[src/logic/dac_ctrl_pkg.sv]
// constants and types shared by the quad converter control logic
package dac_ctrl_pkg;
    localparam int CODE_W = 14;
    localparam int CAL_W = 8;
    localparam int NUM_CH = 4;
    localparam int FRAME_BITS = 24;
    localparam int RW_BIT = 23;
    localparam int ADDR_MSB = 19;
    localparam int ADDR_LSB = 16;
    localparam int DATA_MSB = 15;
    localparam int MON_W = 3;
    localparam int SYNC_W = 9;

    typedef logic [CODE_W-1:0] code_t;
    typedef logic [CAL_W-1:0] cal_t;
    typedef logic [3:0] addr_t;
    typedef logic [FRAME_BITS-1:0] frame_t;
    typedef logic [4:0] bit_cnt_t;

    localparam bit_cnt_t FRAME_CNT = 5'h18;

    // register addresses inside a frame
    localparam addr_t ADDR_CTRL = 4'h0;
    localparam addr_t ADDR_MON = 4'h1;
    localparam addr_t ADDR_DATA0 = 4'h4;
    localparam addr_t ADDR_ZERO0 = 4'h8;
    localparam addr_t ADDR_GAIN0 = 4'hc;

    // control register fields
    localparam int CTRL_GPIO_OUT_LSB = 0;
    localparam int CTRL_GPIO_IN_LSB = 2;
    localparam logic [1:0] CTRL_RST = 2'h3;

    // monitor selections
    localparam logic [MON_W-1:0] MON_HIZ = 3'h0;
    localparam logic [MON_W-1:0] MON_AUX = 3'h5;
    localparam logic [MON_W-1:0] MON_RST = 3'h0;

    // reset values and coding
    localparam code_t UNI_RST_CODE = 14'h0000;
    localparam code_t BIP_RST_CODE = 14'h2000;
    localparam code_t SIGN_FLIP = 14'h2000;
    localparam cal_t ZERO_RST = 8'h00;
    localparam cal_t GAIN_RST = 8'h80;

    // synchroniser reset pattern: cs, ld, rst high, sclk, sdi, pols, gpio
    localparam logic [SYNC_W-1:0] SYNC_RST = 9'h1c3;

    typedef enum logic [1:0] {
        ST_IDLE = 2'b00,
        ST_SHIFT = 2'b01,
        ST_SKIP = 2'b10
    } frame_state_t;
endpackage

[src/logic/sync_2ff.sv]
// two flip-flop synchroniser for a bundle of pin inputs
`timescale 1ns/10ps
module sync_2ff #(
    parameter int W = 1,
    parameter logic [W-1:0] RST_VAL = '0
) (
    input wire logic clk_sys,
    input wire logic srst,
    input wire logic [W-1:0] d,
    output logic [W-1:0] q
);
    logic [W-1:0] meta_q;
    logic [W-1:0] meta_d;
    logic [W-1:0] q_d;

    // first stage feeds only the second
    always_comb begin
        meta_d = d;
        q_d = meta_q;
    end

    always_ff @(posedge clk_sys) begin
        if (srst) begin
            meta_q <= RST_VAL;
            q <= RST_VAL;
        end else begin
            meta_q <= meta_d;
            q <= q_d;
        end
    end
endmodule

[src/logic/quad_dac_serial_load_control.sv]
// serial load control for a quad 14-bit converter
//
// Overview of operation
// shift serial bits only while chip select low
// serial output released while chip select high
// load low makes latches follow input registers
// outputs change together with latch update
// reset pin forces registers per polarity pins
// reset pin restores gain, zero calibration
// gpio pins read inputs, only pull low
// group a polarity pin selects uni/bipolar
// straight binary unipolar, twos complement bipolar
// channels 2, 3 form separate group b
// monitor register selects monitor source or hiz
// fourteen-bit code per channel, four channels
`timescale 1ns/10ps
module quad_dac_serial_load_control (
    input wire logic clk_sys,
    input wire logic srst,
    input wire logic cs_n,
    input wire logic sclk,
    input wire logic sdi,
    output logic sdo_out,
    output logic sdo_oe_n,
    input wire logic load_latch_n,
    input wire logic rst_pin_n,
    input wire logic polarity_select_group_a,
    input wire logic polarity_select_group_b,
    input wire logic [1:0] gpio_in,
    output logic [1:0] gpio_out,
    output logic [1:0] gpio_oe_n,
    output dac_ctrl_pkg::code_t dac_code_0,
    output dac_ctrl_pkg::code_t dac_code_1,
    output dac_ctrl_pkg::code_t dac_code_2,
    output dac_ctrl_pkg::code_t dac_code_3,
    output logic [dac_ctrl_pkg::MON_W-1:0] monitor_select,
    output logic monitor_hiz
);
    import dac_ctrl_pkg::*;

    logic [SYNC_W-1:0] pins_s;
    logic cs_s, sclk_s, sdi_s, ld_s, rstp_s, pol_a_s, pol_b_s;
    logic [1:0] gpio_s;

    // every pin passes two flops before any logic looks at it
    sync_2ff #(
        .W(SYNC_W),
        .RST_VAL(SYNC_RST)
    ) u_sync (
        .clk_sys(clk_sys),
        .srst(srst),
        .d({cs_n, load_latch_n, rst_pin_n, sclk, sdi, polarity_select_group_a,
            polarity_select_group_b, gpio_in}),
        .q(pins_s)
    );

    assign cs_s = pins_s[8];
    assign ld_s = pins_s[7];
    assign rstp_s = pins_s[6];
    assign sclk_s = pins_s[5];
    assign sdi_s = pins_s[4];
    assign pol_a_s = pins_s[3];
    assign pol_b_s = pins_s[2];
    assign gpio_s = pins_s[1:0];

    // channel to group: 0,1 in group a, 2,3 in group b
    function automatic logic bipolar_f(input int ch, input logic pa, input logic pb);
        logic grp_b;
        grp_b = (ch >= 2);
        bipolar_f = grp_b ? !pb : !pa;
    endfunction

    // reset code depends on the group mode; midscale is 0 V when bipolar
    function automatic code_t rst_code_f(input logic bip);
        rst_code_f = bip ? BIP_RST_CODE : UNI_RST_CODE;
    endfunction

    frame_state_t state_q, state_d;
    bit_cnt_t cnt_q, cnt_d;
    frame_t rx_q, rx_d;
    frame_t tx_q, tx_d;
    logic sclk_prev_q, sclk_prev_d;
    logic cs_prev_q, cs_prev_d;
    code_t in_q [NUM_CH];
    code_t in_d [NUM_CH];
    code_t latch_q [NUM_CH];
    code_t latch_d [NUM_CH];
    cal_t zero_q [NUM_CH];
    cal_t zero_d [NUM_CH];
    cal_t gain_q [NUM_CH];
    cal_t gain_d [NUM_CH];
    logic [MON_W-1:0] mon_q, mon_d;
    logic [1:0] ctrl_q, ctrl_d;

    // readback word for an address; unmapped reads as zero
    function automatic logic [15:0] read_word_f(input addr_t a);
        logic [15:0] w;
        w = 16'h0000;
        if (a == ADDR_CTRL) begin
            w[CTRL_GPIO_OUT_LSB +: 2] = ctrl_q;
            w[CTRL_GPIO_IN_LSB +: 2] = gpio_s;
        end else if (a == ADDR_MON) begin
            w[MON_W-1:0] = mon_q;
        end else if (a[3:2] == ADDR_DATA0[3:2]) begin
            w[CODE_W-1:0] = in_q[a[1:0]];
        end else if (a[3:2] == ADDR_ZERO0[3:2]) begin
            w[CAL_W-1:0] = zero_q[a[1:0]];
        end else if (a[3:2] == ADDR_GAIN0[3:2]) begin
            w[CAL_W-1:0] = gain_q[a[1:0]];
        end
        read_word_f = w;
    endfunction

    // frame end is seen from the level of chip select, so no rise detector is needed
    logic sclk_rise, sclk_fall, cs_fall;
    assign sclk_rise = sclk_s && !sclk_prev_q;
    assign sclk_fall = !sclk_s && sclk_prev_q;
    assign cs_fall = !cs_s && cs_prev_q;

    // frame engine and register updates
    always_comb begin
        addr_t a;
        code_t wcode;
        logic commit;
        a = rx_q[ADDR_MSB:ADDR_LSB];
        wcode = rx_q[CODE_W-1:0];
        commit = 1'b0;
        state_d = state_q;
        cnt_d = cnt_q;
        rx_d = rx_q;
        tx_d = tx_q;
        sclk_prev_d = sclk_s;
        cs_prev_d = cs_s;
        in_d = in_q;
        latch_d = latch_q;
        zero_d = zero_q;
        gain_d = gain_q;
        mon_d = mon_q;
        ctrl_d = ctrl_q;
        case (state_q)
            ST_IDLE: begin
                if (cs_fall) begin
                    state_d = ST_SHIFT;
                    cnt_d = 5'h00;
                    rx_d = '0;
                end
            end
            ST_SHIFT: begin
                if (cs_s) begin
                    // short frames are dropped whole
                    commit = (cnt_q == FRAME_CNT);
                    state_d = ST_IDLE;
                end else if (sclk_rise) begin
                    if (cnt_q == FRAME_CNT) begin
                        state_d = ST_SKIP; // overlong frame ignored
                    end else begin
                        rx_d = {rx_q[FRAME_BITS-2:0], sdi_s};
                        cnt_d = cnt_q + 5'h01;
                    end
                end else if (sclk_fall) begin
                    tx_d = {tx_q[FRAME_BITS-2:0], 1'b0};
                end
            end
            ST_SKIP: begin
                if (cs_s) begin
                    state_d = ST_IDLE;
                end
            end
            default: begin
                state_d = ST_IDLE;
            end
        endcase
        if (commit) begin
            // read result goes out during the following frame
            tx_d = {rx_q[RW_BIT], 3'h0, a, read_word_f(a)};
            if (!rx_q[RW_BIT]) begin
                if (a == ADDR_CTRL) begin
                    ctrl_d = rx_q[CTRL_GPIO_OUT_LSB +: 2];
                end else if (a == ADDR_MON) begin
                    mon_d = rx_q[MON_W-1:0];
                end else if (a[3:2] == ADDR_DATA0[3:2]) begin
                    // bipolar codes flipped to offset binary for the converter
                    in_d[a[1:0]] = bipolar_f(int'(a[1:0]), pol_a_s, pol_b_s) ? (wcode ^ SIGN_FLIP) : wcode;
                end else if (a[3:2] == ADDR_ZERO0[3:2]) begin
                    zero_d[a[1:0]] = rx_q[CAL_W-1:0];
                end else if (a[3:2] == ADDR_GAIN0[3:2]) begin
                    gain_d[a[1:0]] = rx_q[CAL_W-1:0];
                end
            end
        end
        for (int ch = 0; ch < NUM_CH; ch++) begin
            if (!ld_s) begin
                latch_d[ch] = in_d[ch];
            end
            if (!rstp_s) begin
                // reset pin beats writes and loads
                in_d[ch] = rst_code_f(bipolar_f(ch, pol_a_s, pol_b_s));
                latch_d[ch] = rst_code_f(bipolar_f(ch, pol_a_s, pol_b_s));
                zero_d[ch] = ZERO_RST;
                gain_d[ch] = GAIN_RST;
            end
        end
    end

    always_ff @(posedge clk_sys) begin
        if (srst) begin
            state_q <= ST_IDLE;
            cnt_q <= 5'h00;
            rx_q <= '0;
            tx_q <= '0;
            sclk_prev_q <= 1'b0;
            cs_prev_q <= 1'b1;
            mon_q <= MON_RST;
            ctrl_q <= CTRL_RST;
            for (int ch = 0; ch < NUM_CH; ch++) begin
                in_q[ch] <= UNI_RST_CODE;
                latch_q[ch] <= UNI_RST_CODE;
                zero_q[ch] <= ZERO_RST;
                gain_q[ch] <= GAIN_RST;
            end
        end else begin
            state_q <= state_d;
            cnt_q <= cnt_d;
            rx_q <= rx_d;
            tx_q <= tx_d;
            sclk_prev_q <= sclk_prev_d;
            cs_prev_q <= cs_prev_d;
            mon_q <= mon_d;
            ctrl_q <= ctrl_d;
            in_q <= in_d;
            latch_q <= latch_d;
            zero_q <= zero_d;
            gain_q <= gain_d;
        end
    end

    // outputs straight from latch flops so channels move together
    assign dac_code_0 = latch_q[0];
    assign dac_code_1 = latch_q[1];
    assign dac_code_2 = latch_q[2];
    assign dac_code_3 = latch_q[3];

    // sdo released whenever synced chip select is high (two cycle lag)
    assign sdo_out = tx_q[FRAME_BITS-1];
    assign sdo_oe_n = cs_s;

    // open drain: drive low only, never high
    assign gpio_out = 2'h0;
    assign gpio_oe_n = ctrl_q;

    assign monitor_select = mon_q;
    assign monitor_hiz = (mon_q == MON_HIZ) || (mon_q > MON_AUX);
endmodule

[config.mk]
export PLATFORM = sky130hd
export DESIGN_NAME = quad_dac_serial_load_control
export DESIGN_NICKNAME = d
export VERILOG_FILES = /design/src/logic/dac_ctrl_pkg.sv /design/src/logic/sync_2ff.sv /design/src/logic/quad_dac_serial_load_control.sv
export SDC_FILE = /design/constraint.sdc
export NUM_CORES = 1
export LEC_CHECK = 0
export ABC_AREA = 0
export BUFFER_PORTS_ARGS = -buffer_cell sky130_fd_sc_hd__buf_2
export CAP_MARGIN = 15
export CORE_MARGIN = 10
export CORE_UTILIZATION = 42
export DETAILED_ROUTE_END_ITERATION = 16
export HOLD_SLACK_MARGIN = 0.06
export SLEW_MARGIN = 0
export SYNTH_ARGS = -nofsm -noshare
export SYNTH_HDL_FRONTEND = slang
export SYNTH_SLANG_ARGS = --single-unit
[constraint.sdc]
create_clock -name clk_sys -period 3.95 [get_ports clk_sys]
set_input_delay 0.79 -clock clk_sys [delete_from_list [all_inputs] [get_ports clk_sys]]
set_output_delay 0.79 -clock clk_sys [all_outputs]
set_load 0.02 [all_outputs]
======== Yosys cells after proc, flatten, opt, wreduce, memory -nomap -nowiden ========
Index checks and enable logic that the tools add are counted.
Widths: inputs -> output; s select.
storage, ports and cells
  input port bits ......................... 11
  output and inout bits ................... 66
  word-level logic and storage cells ...... 153
  register bits after elaboration ......... 256
operators by class
  bitwise gates (word level) .............. 10
  $lt $le $gt $ge ......................... 4
  mux-type cells .......................... 68
  eq/ne operators ......................... 17
  reduce and logical (&&, ||, !) cells .... 26
  add/sub/neg operators ................... 1
operators by type and width
  cell                count
  $mux 56             5
  $mux 14             18
  $mux 24             9
  $bwmux 32           2
  $mux 8              8
  $bwmux 56           1
  $pmux 24 s2         1
  $bmux 8 s2          2
  $bmux 14 s2         1
  $demux 14 s2        1
  $mux 5              4
  $demux 8 s2         1
  $reduce_and 4->1    4
  $ne 2x2->1 const B  6
  $mux 11             1
  $mux 10             1
  $mux 2              5
  $pmux 5 s2          1
  $not 1->1           9
  $reduce_and 7->1    1
  $eq 2x2->1 const B  3
  $mux 6              1
  $ne 3x2->1 const B  2
  $pmux 2 s3          1
  24 further kinds    38

======== Logic depth before layout (Yosys ltp) ========
  depth after elaboration ................. 13
  depth in mapped cells ................... 10
  depth with buffers taken out ............ 7

======== Cells and area by module ========
From an unflattened synthesis, not the netlist that was laid out.
unflattened totals
  cells, all modules ...................... 1204
  area, all modules ....................... 10780.3 µm²
by module, submodules not included
  module                        cells an instance  area an instance (µm²)  times used  seq. area each (µm²)
  quad_dac_serial_load_control  1167               10276.1                 1           4764.6
  sync_2ff                      37                 504.2                   1           360.3

======== Least setup slack after synthesis ========
No wires, ideal clock.
  path type ............................... in2reg
  start point ............................. input port srst
  end point ............................... register latch_q, in the netlist dac_code_0[0]
  buffers on the path ..................... 4
  stages on the path ...................... 7
  arrival time ............................ 1.919 ns
  slack ................................... 1.903 ns
  library setup time ...................... 0.129 ns
  data required time ...................... 3.821 ns
  cells stage by stage .................... buf_2 -> nand2b_1 -> clkbuf_1 -> or2_2 -> clkbuf_1 -> clkbuf_1 -> o21ai_0
RTL lines
  what                  line                                 text
  from (decl)           quad_dac_serial_load_control.sv:19   input wire logic srst,
  to (signal assigned)  quad_dac_serial_load_control.sv:231  latch_q <= latch_d;
  to (decl)             quad_dac_serial_load_control.sv:86   code_t latch_q [NUM_CH];

======== Worst setup path after layout ========
  start point ............................. register rx_q[18]
  end point ............................... register latch_q, in the netlist dac_code_1[6]
between the ends
  word-level cells in the longest chain between the ends .. 8
  elaborated cells between the ends (all ways) .. 10
  those cells by class .................... eq/ne (2); mux (7); reduce/logical (1)
RTL lines
  what                    line                                 text
  from (decl)             quad_dac_serial_load_control.sv:80   frame_t rx_q, rx_d;
  from (signal assigned)  quad_dac_serial_load_control.sv:224  rx_q <= rx_d;
  $eq 2x1->1              quad_dac_serial_load_control.sv:181  end else if (a[3:2] == ADDR_DATA0[3:2]) begin
  $mux 56                 quad_dac_serial_load_control.sv:181
  $mux 56                 quad_dac_serial_load_control.sv:179  end else if (a == ADDR_MON) begin
  $mux 56 *               quad_dac_serial_load_control.sv:177  if (a == ADDR_CTRL) begin
  $mux 56 *               quad_dac_serial_load_control.sv:176  if (!rx_q[RW_BIT]) begin
  $mux 56 *               quad_dac_serial_load_control.sv:173  if (commit) begin
  $mux 14 *               quad_dac_serial_load_control.sv:192  if (!ld_s) begin
  $mux 14 *               quad_dac_serial_load_control.sv:195  if (!rstp_s) begin
Every way passes the cells marked *; elsewhere a longest branch is shown, timed or not. The select of a mux whose other input is x is not followed.
A chain may end at the register's enable or synchronous reset.

==> impl_results.md <==
* Area of the mapped netlist at between 0.01 and 0.015 mm²
* Synth top area cells: dfxtp_1 (50%), mux2i_1 (11%), nand2_1 (4.7%), mux4_2 (4.4%), nor2_1 (4.3%)
* Reg2reg setup slack at around 1.2 ns
* Final hold vios at 0
* Setup violators final at 0
* Iteration-0 DRC Markers at between 500 and 600
* Port bufs at between 70 and 80
* Final Max Slew Viols at 0
* Leak at around 4.8 nW
* CTS Root Buffer Type: clkbuf_16
* Clock network fraction of total power at between 40% and 50%
* Unique masters post-synth at 62
* Synth Warn # at 0
* Avg Cell Area, Syn at roughly 9.7 µm²
* Sequential fraction of the synthesis area at around half
* Final core occ at roughly half
* Via count at 7,665
* CP peak stage delay at ~0.7 ns
* Power Dens Cells at ~460 mW/mm²
* Worst skew pair latency at 0.54 ns
* Worst hold path type: flip-flop to flip-flop
* Htree depth at 1
* First-pass GRT wire length at between 40 and 50 mm
* Area after DPL at 0.0108 mm²
* Combinational power share at 2.2%
* Die ar. at just over 0.03 mm²
* Ports at 77
* Setup TNS at 0 ns
* Post-DP HPWL at 17.0 mm
* Mean routed wirelength per cell at 18.5 µm
* Internal power at roughly 0.0043 W
* Final Cycle Share at between 60 and 70%
* Placer congestion estimate at about 0.8
* Total gr overflow at 0
* Critical Path RT at roughly 4.3 ns
* CP Launch Type: flip-flop
* Number of synthesized flops with an enable pin at 0
* Crit Path Category: flip-flop to flip-flop
* Die Wd at between 150 and 200 µm
* CTS tree: yes
* Starting Density at around 42%
* Die height at between 150 and 200 µm
* Initial antenna violation count at 0
* Prevailing post-synth register cell: dfxtp_1
* Number of cell rows at between 50 and 60
* Design area at between 0.01 and 0.015 mm²
* Pin count of the biggest net entering global routing at between 100 and 150
* Core ar. at 0.0242 mm²
* CTS buffer count at 27
* Post-CTS Repair Setup Buffers at 0
* Fin Hold WS at approximately 0.41 ns
* P_sw at approximately 0.0011 W
* Ys async rst share at 0%
* Most common cell after layout, fill and taps aside: dfxtp_1
* Vias in the first global route at 7,424
* Total Nets Final at 1,112
* # DRC at 0
* Min Tclk post-route at around 2.7 ns
* Post_cts resized at 0
* Ratio of cells with drive above 1 in the final layout at between 10% and 20%
* Yosys top cell area share at about half
* Max Clk Rate at roughly 0.36 GHz
* Hold Buf Count CTS at 0
* Most frequent cells in the layout: dfxtp_1 (254), nand2_1 (128), mux2i_1 (118), nor2_1 (118), buf_2 (74)
* N_diodes at 0
* ANT nets after route at 0
* Via density at around 5.3
* Worst-path clk slew at about 0.060 ns
* Sequential share of power at between 40% and 50%
* Net Sw Frac at a little over a fifth
* # clock sinks at roughly 260
* Total track usage at between 10% and 20%
* Longest Clk Path Bufs at 3
* Status: complete, no violations
* Critical path capture point type: flip-flop
* Highest-delay cell along the critical path: nand4_2
* Routed wire length at between 20 and 30 mm
* Post-synth top area cell: dfxtp_1
* IR Drop Worst-Case VDD at about 320 µV
* Area growth from synthesis to layout at 14.0%
* Final Skew at approximately 0.0093 ns
* Post-Synthesis Cells at 1,061
* Fin cells at around 1,400
* Critical path data arrival time at 3.12 ns
* Worst-margin pin slew at roughly 1.0 ns
* 1st-pass router iterations at 5
* RSZ-0062 raised after global routing: false
* Cell Chain, Critical Path: ha_1 > buf_4 > nor2b_1 > nand4_2 > mux2i_1 > o21ai_0
* Seq cells post-synth at approximately 260
* Critical path fanouts, max at 22
* Max-slew headroom at a little under a third
* Max Cap Viol at 0
* Placed Instances at 1,390
metrics by stage:
stage | total power [W] | setup WS [ns]
4_1_cts | 0.00544 | 1.20
6_report | 0.00538 | 1.21
3_3_place_gp | 0.00278 | 1.28
2_1_floorplan | 0.00274 | 1.90
5_1_grt | 0.00555 | 1.00
3_5_place_dp | 0.00278 | 1.21
registers in the layout (all words and copies together) (netlist names):
register / cells
dac_code_1: 14
monitor_select: 3
in_q: 56
state_q: 2
zero_q: 32
sclk_prev_q: 1
dac_code_3: 14
gain_q: 32
gpio_oe_n: 2
rx_q: 24
dac_code_0: 14
tx_q: 24
dac_code_2: 14
cs_prev_q: 1
u_sync.q: 9
u_sync.meta_q: 9
cnt_q: 5
worst max-delay path: cells and delay by family, from the launching register on:
family                     cells  cell delay (ns)
buffers and inverters          1             0.28
AOI/OAI and AO/OA              1             0.11
muxes                          1             0.46
DFF                            1             0.43
adders and majority gates      1             0.18
and+or+nand+nor                2             1.11
layer usage:
metal	global-route usage (%)	up-vias	wire length, µm
met5	0	-	0
li1	-	3756	-
met1	23.3	3725	12700
met4	3.47	0	379
met3	2.82	27	1280
met2	26.9	157	12300
power by group through the flow:
stage	registers, W	logic, W	clock network (W)
after floorplan	0.00266	0.0000792	0
after global placement	0.00266	0.000118	0
after detailed placement	0.00266	0.000119	0
after CTS	0.00261	0.000119	0.00271
after global routing	0.00261	0.000129	0.00281
final	0.00261	0.000118	0.00266
synthesized netlist by cell type, types with 8 or more instances:
master / n
or2_2: 13
inv_1: 8
dfxtp_1: 256
mux4_2: 20
mux2i_1: 118
clkbuf_1: 49
nor2b_1: 14
o21ai_0: 70
nand3_1: 53
buf_4: 15
buf_2: 14
a21oi_1: 66
nor2_1: 119
a22oi_1: 9
nand2_1: 128
cells by family (layout without fill, tap and decap cells):
group | after synthesis | after routing | synth area share [%]
adders and majority gates | 6 | 6 | 0.729
DFF | 256 | 256 | 49.8
buffers and inverters | 92 | 146 | 4.36
other | 1 | 2 | 0.0364
AOI/OAI and AO/OA | 179 | 179 | 9.82
and+or+nand+nor | 374 | 374 | 17.2
muxes | 148 | 148 | 17.7
xor gates and xnor gates | 5 | 5 | 0.426
area by class of cell:
cell class,instances,area [µm²]
multi-input cells,714,4740
flip-flops and latches,256,5130
clock buffers,39,781
repair buffers,88,488
fillers,2324,12500
clock inverters,11,164
inverters,8,30.0
well taps,324,405
path summary, 6_finish.rpt:
kind,depth (start not counted),to,startpoint
setup / recovery,6,dac_code_1[6],rx_q[18]
hold / removal,1,u_sync.q[8],u_sync.meta_q[8]
setup reg to reg,6,dac_code_1[6],rx_q[18]
hold reg to reg,1,u_sync.q[8],u_sync.meta_q[8]
No activity file was read; power rests on OpenSTA's default activity.
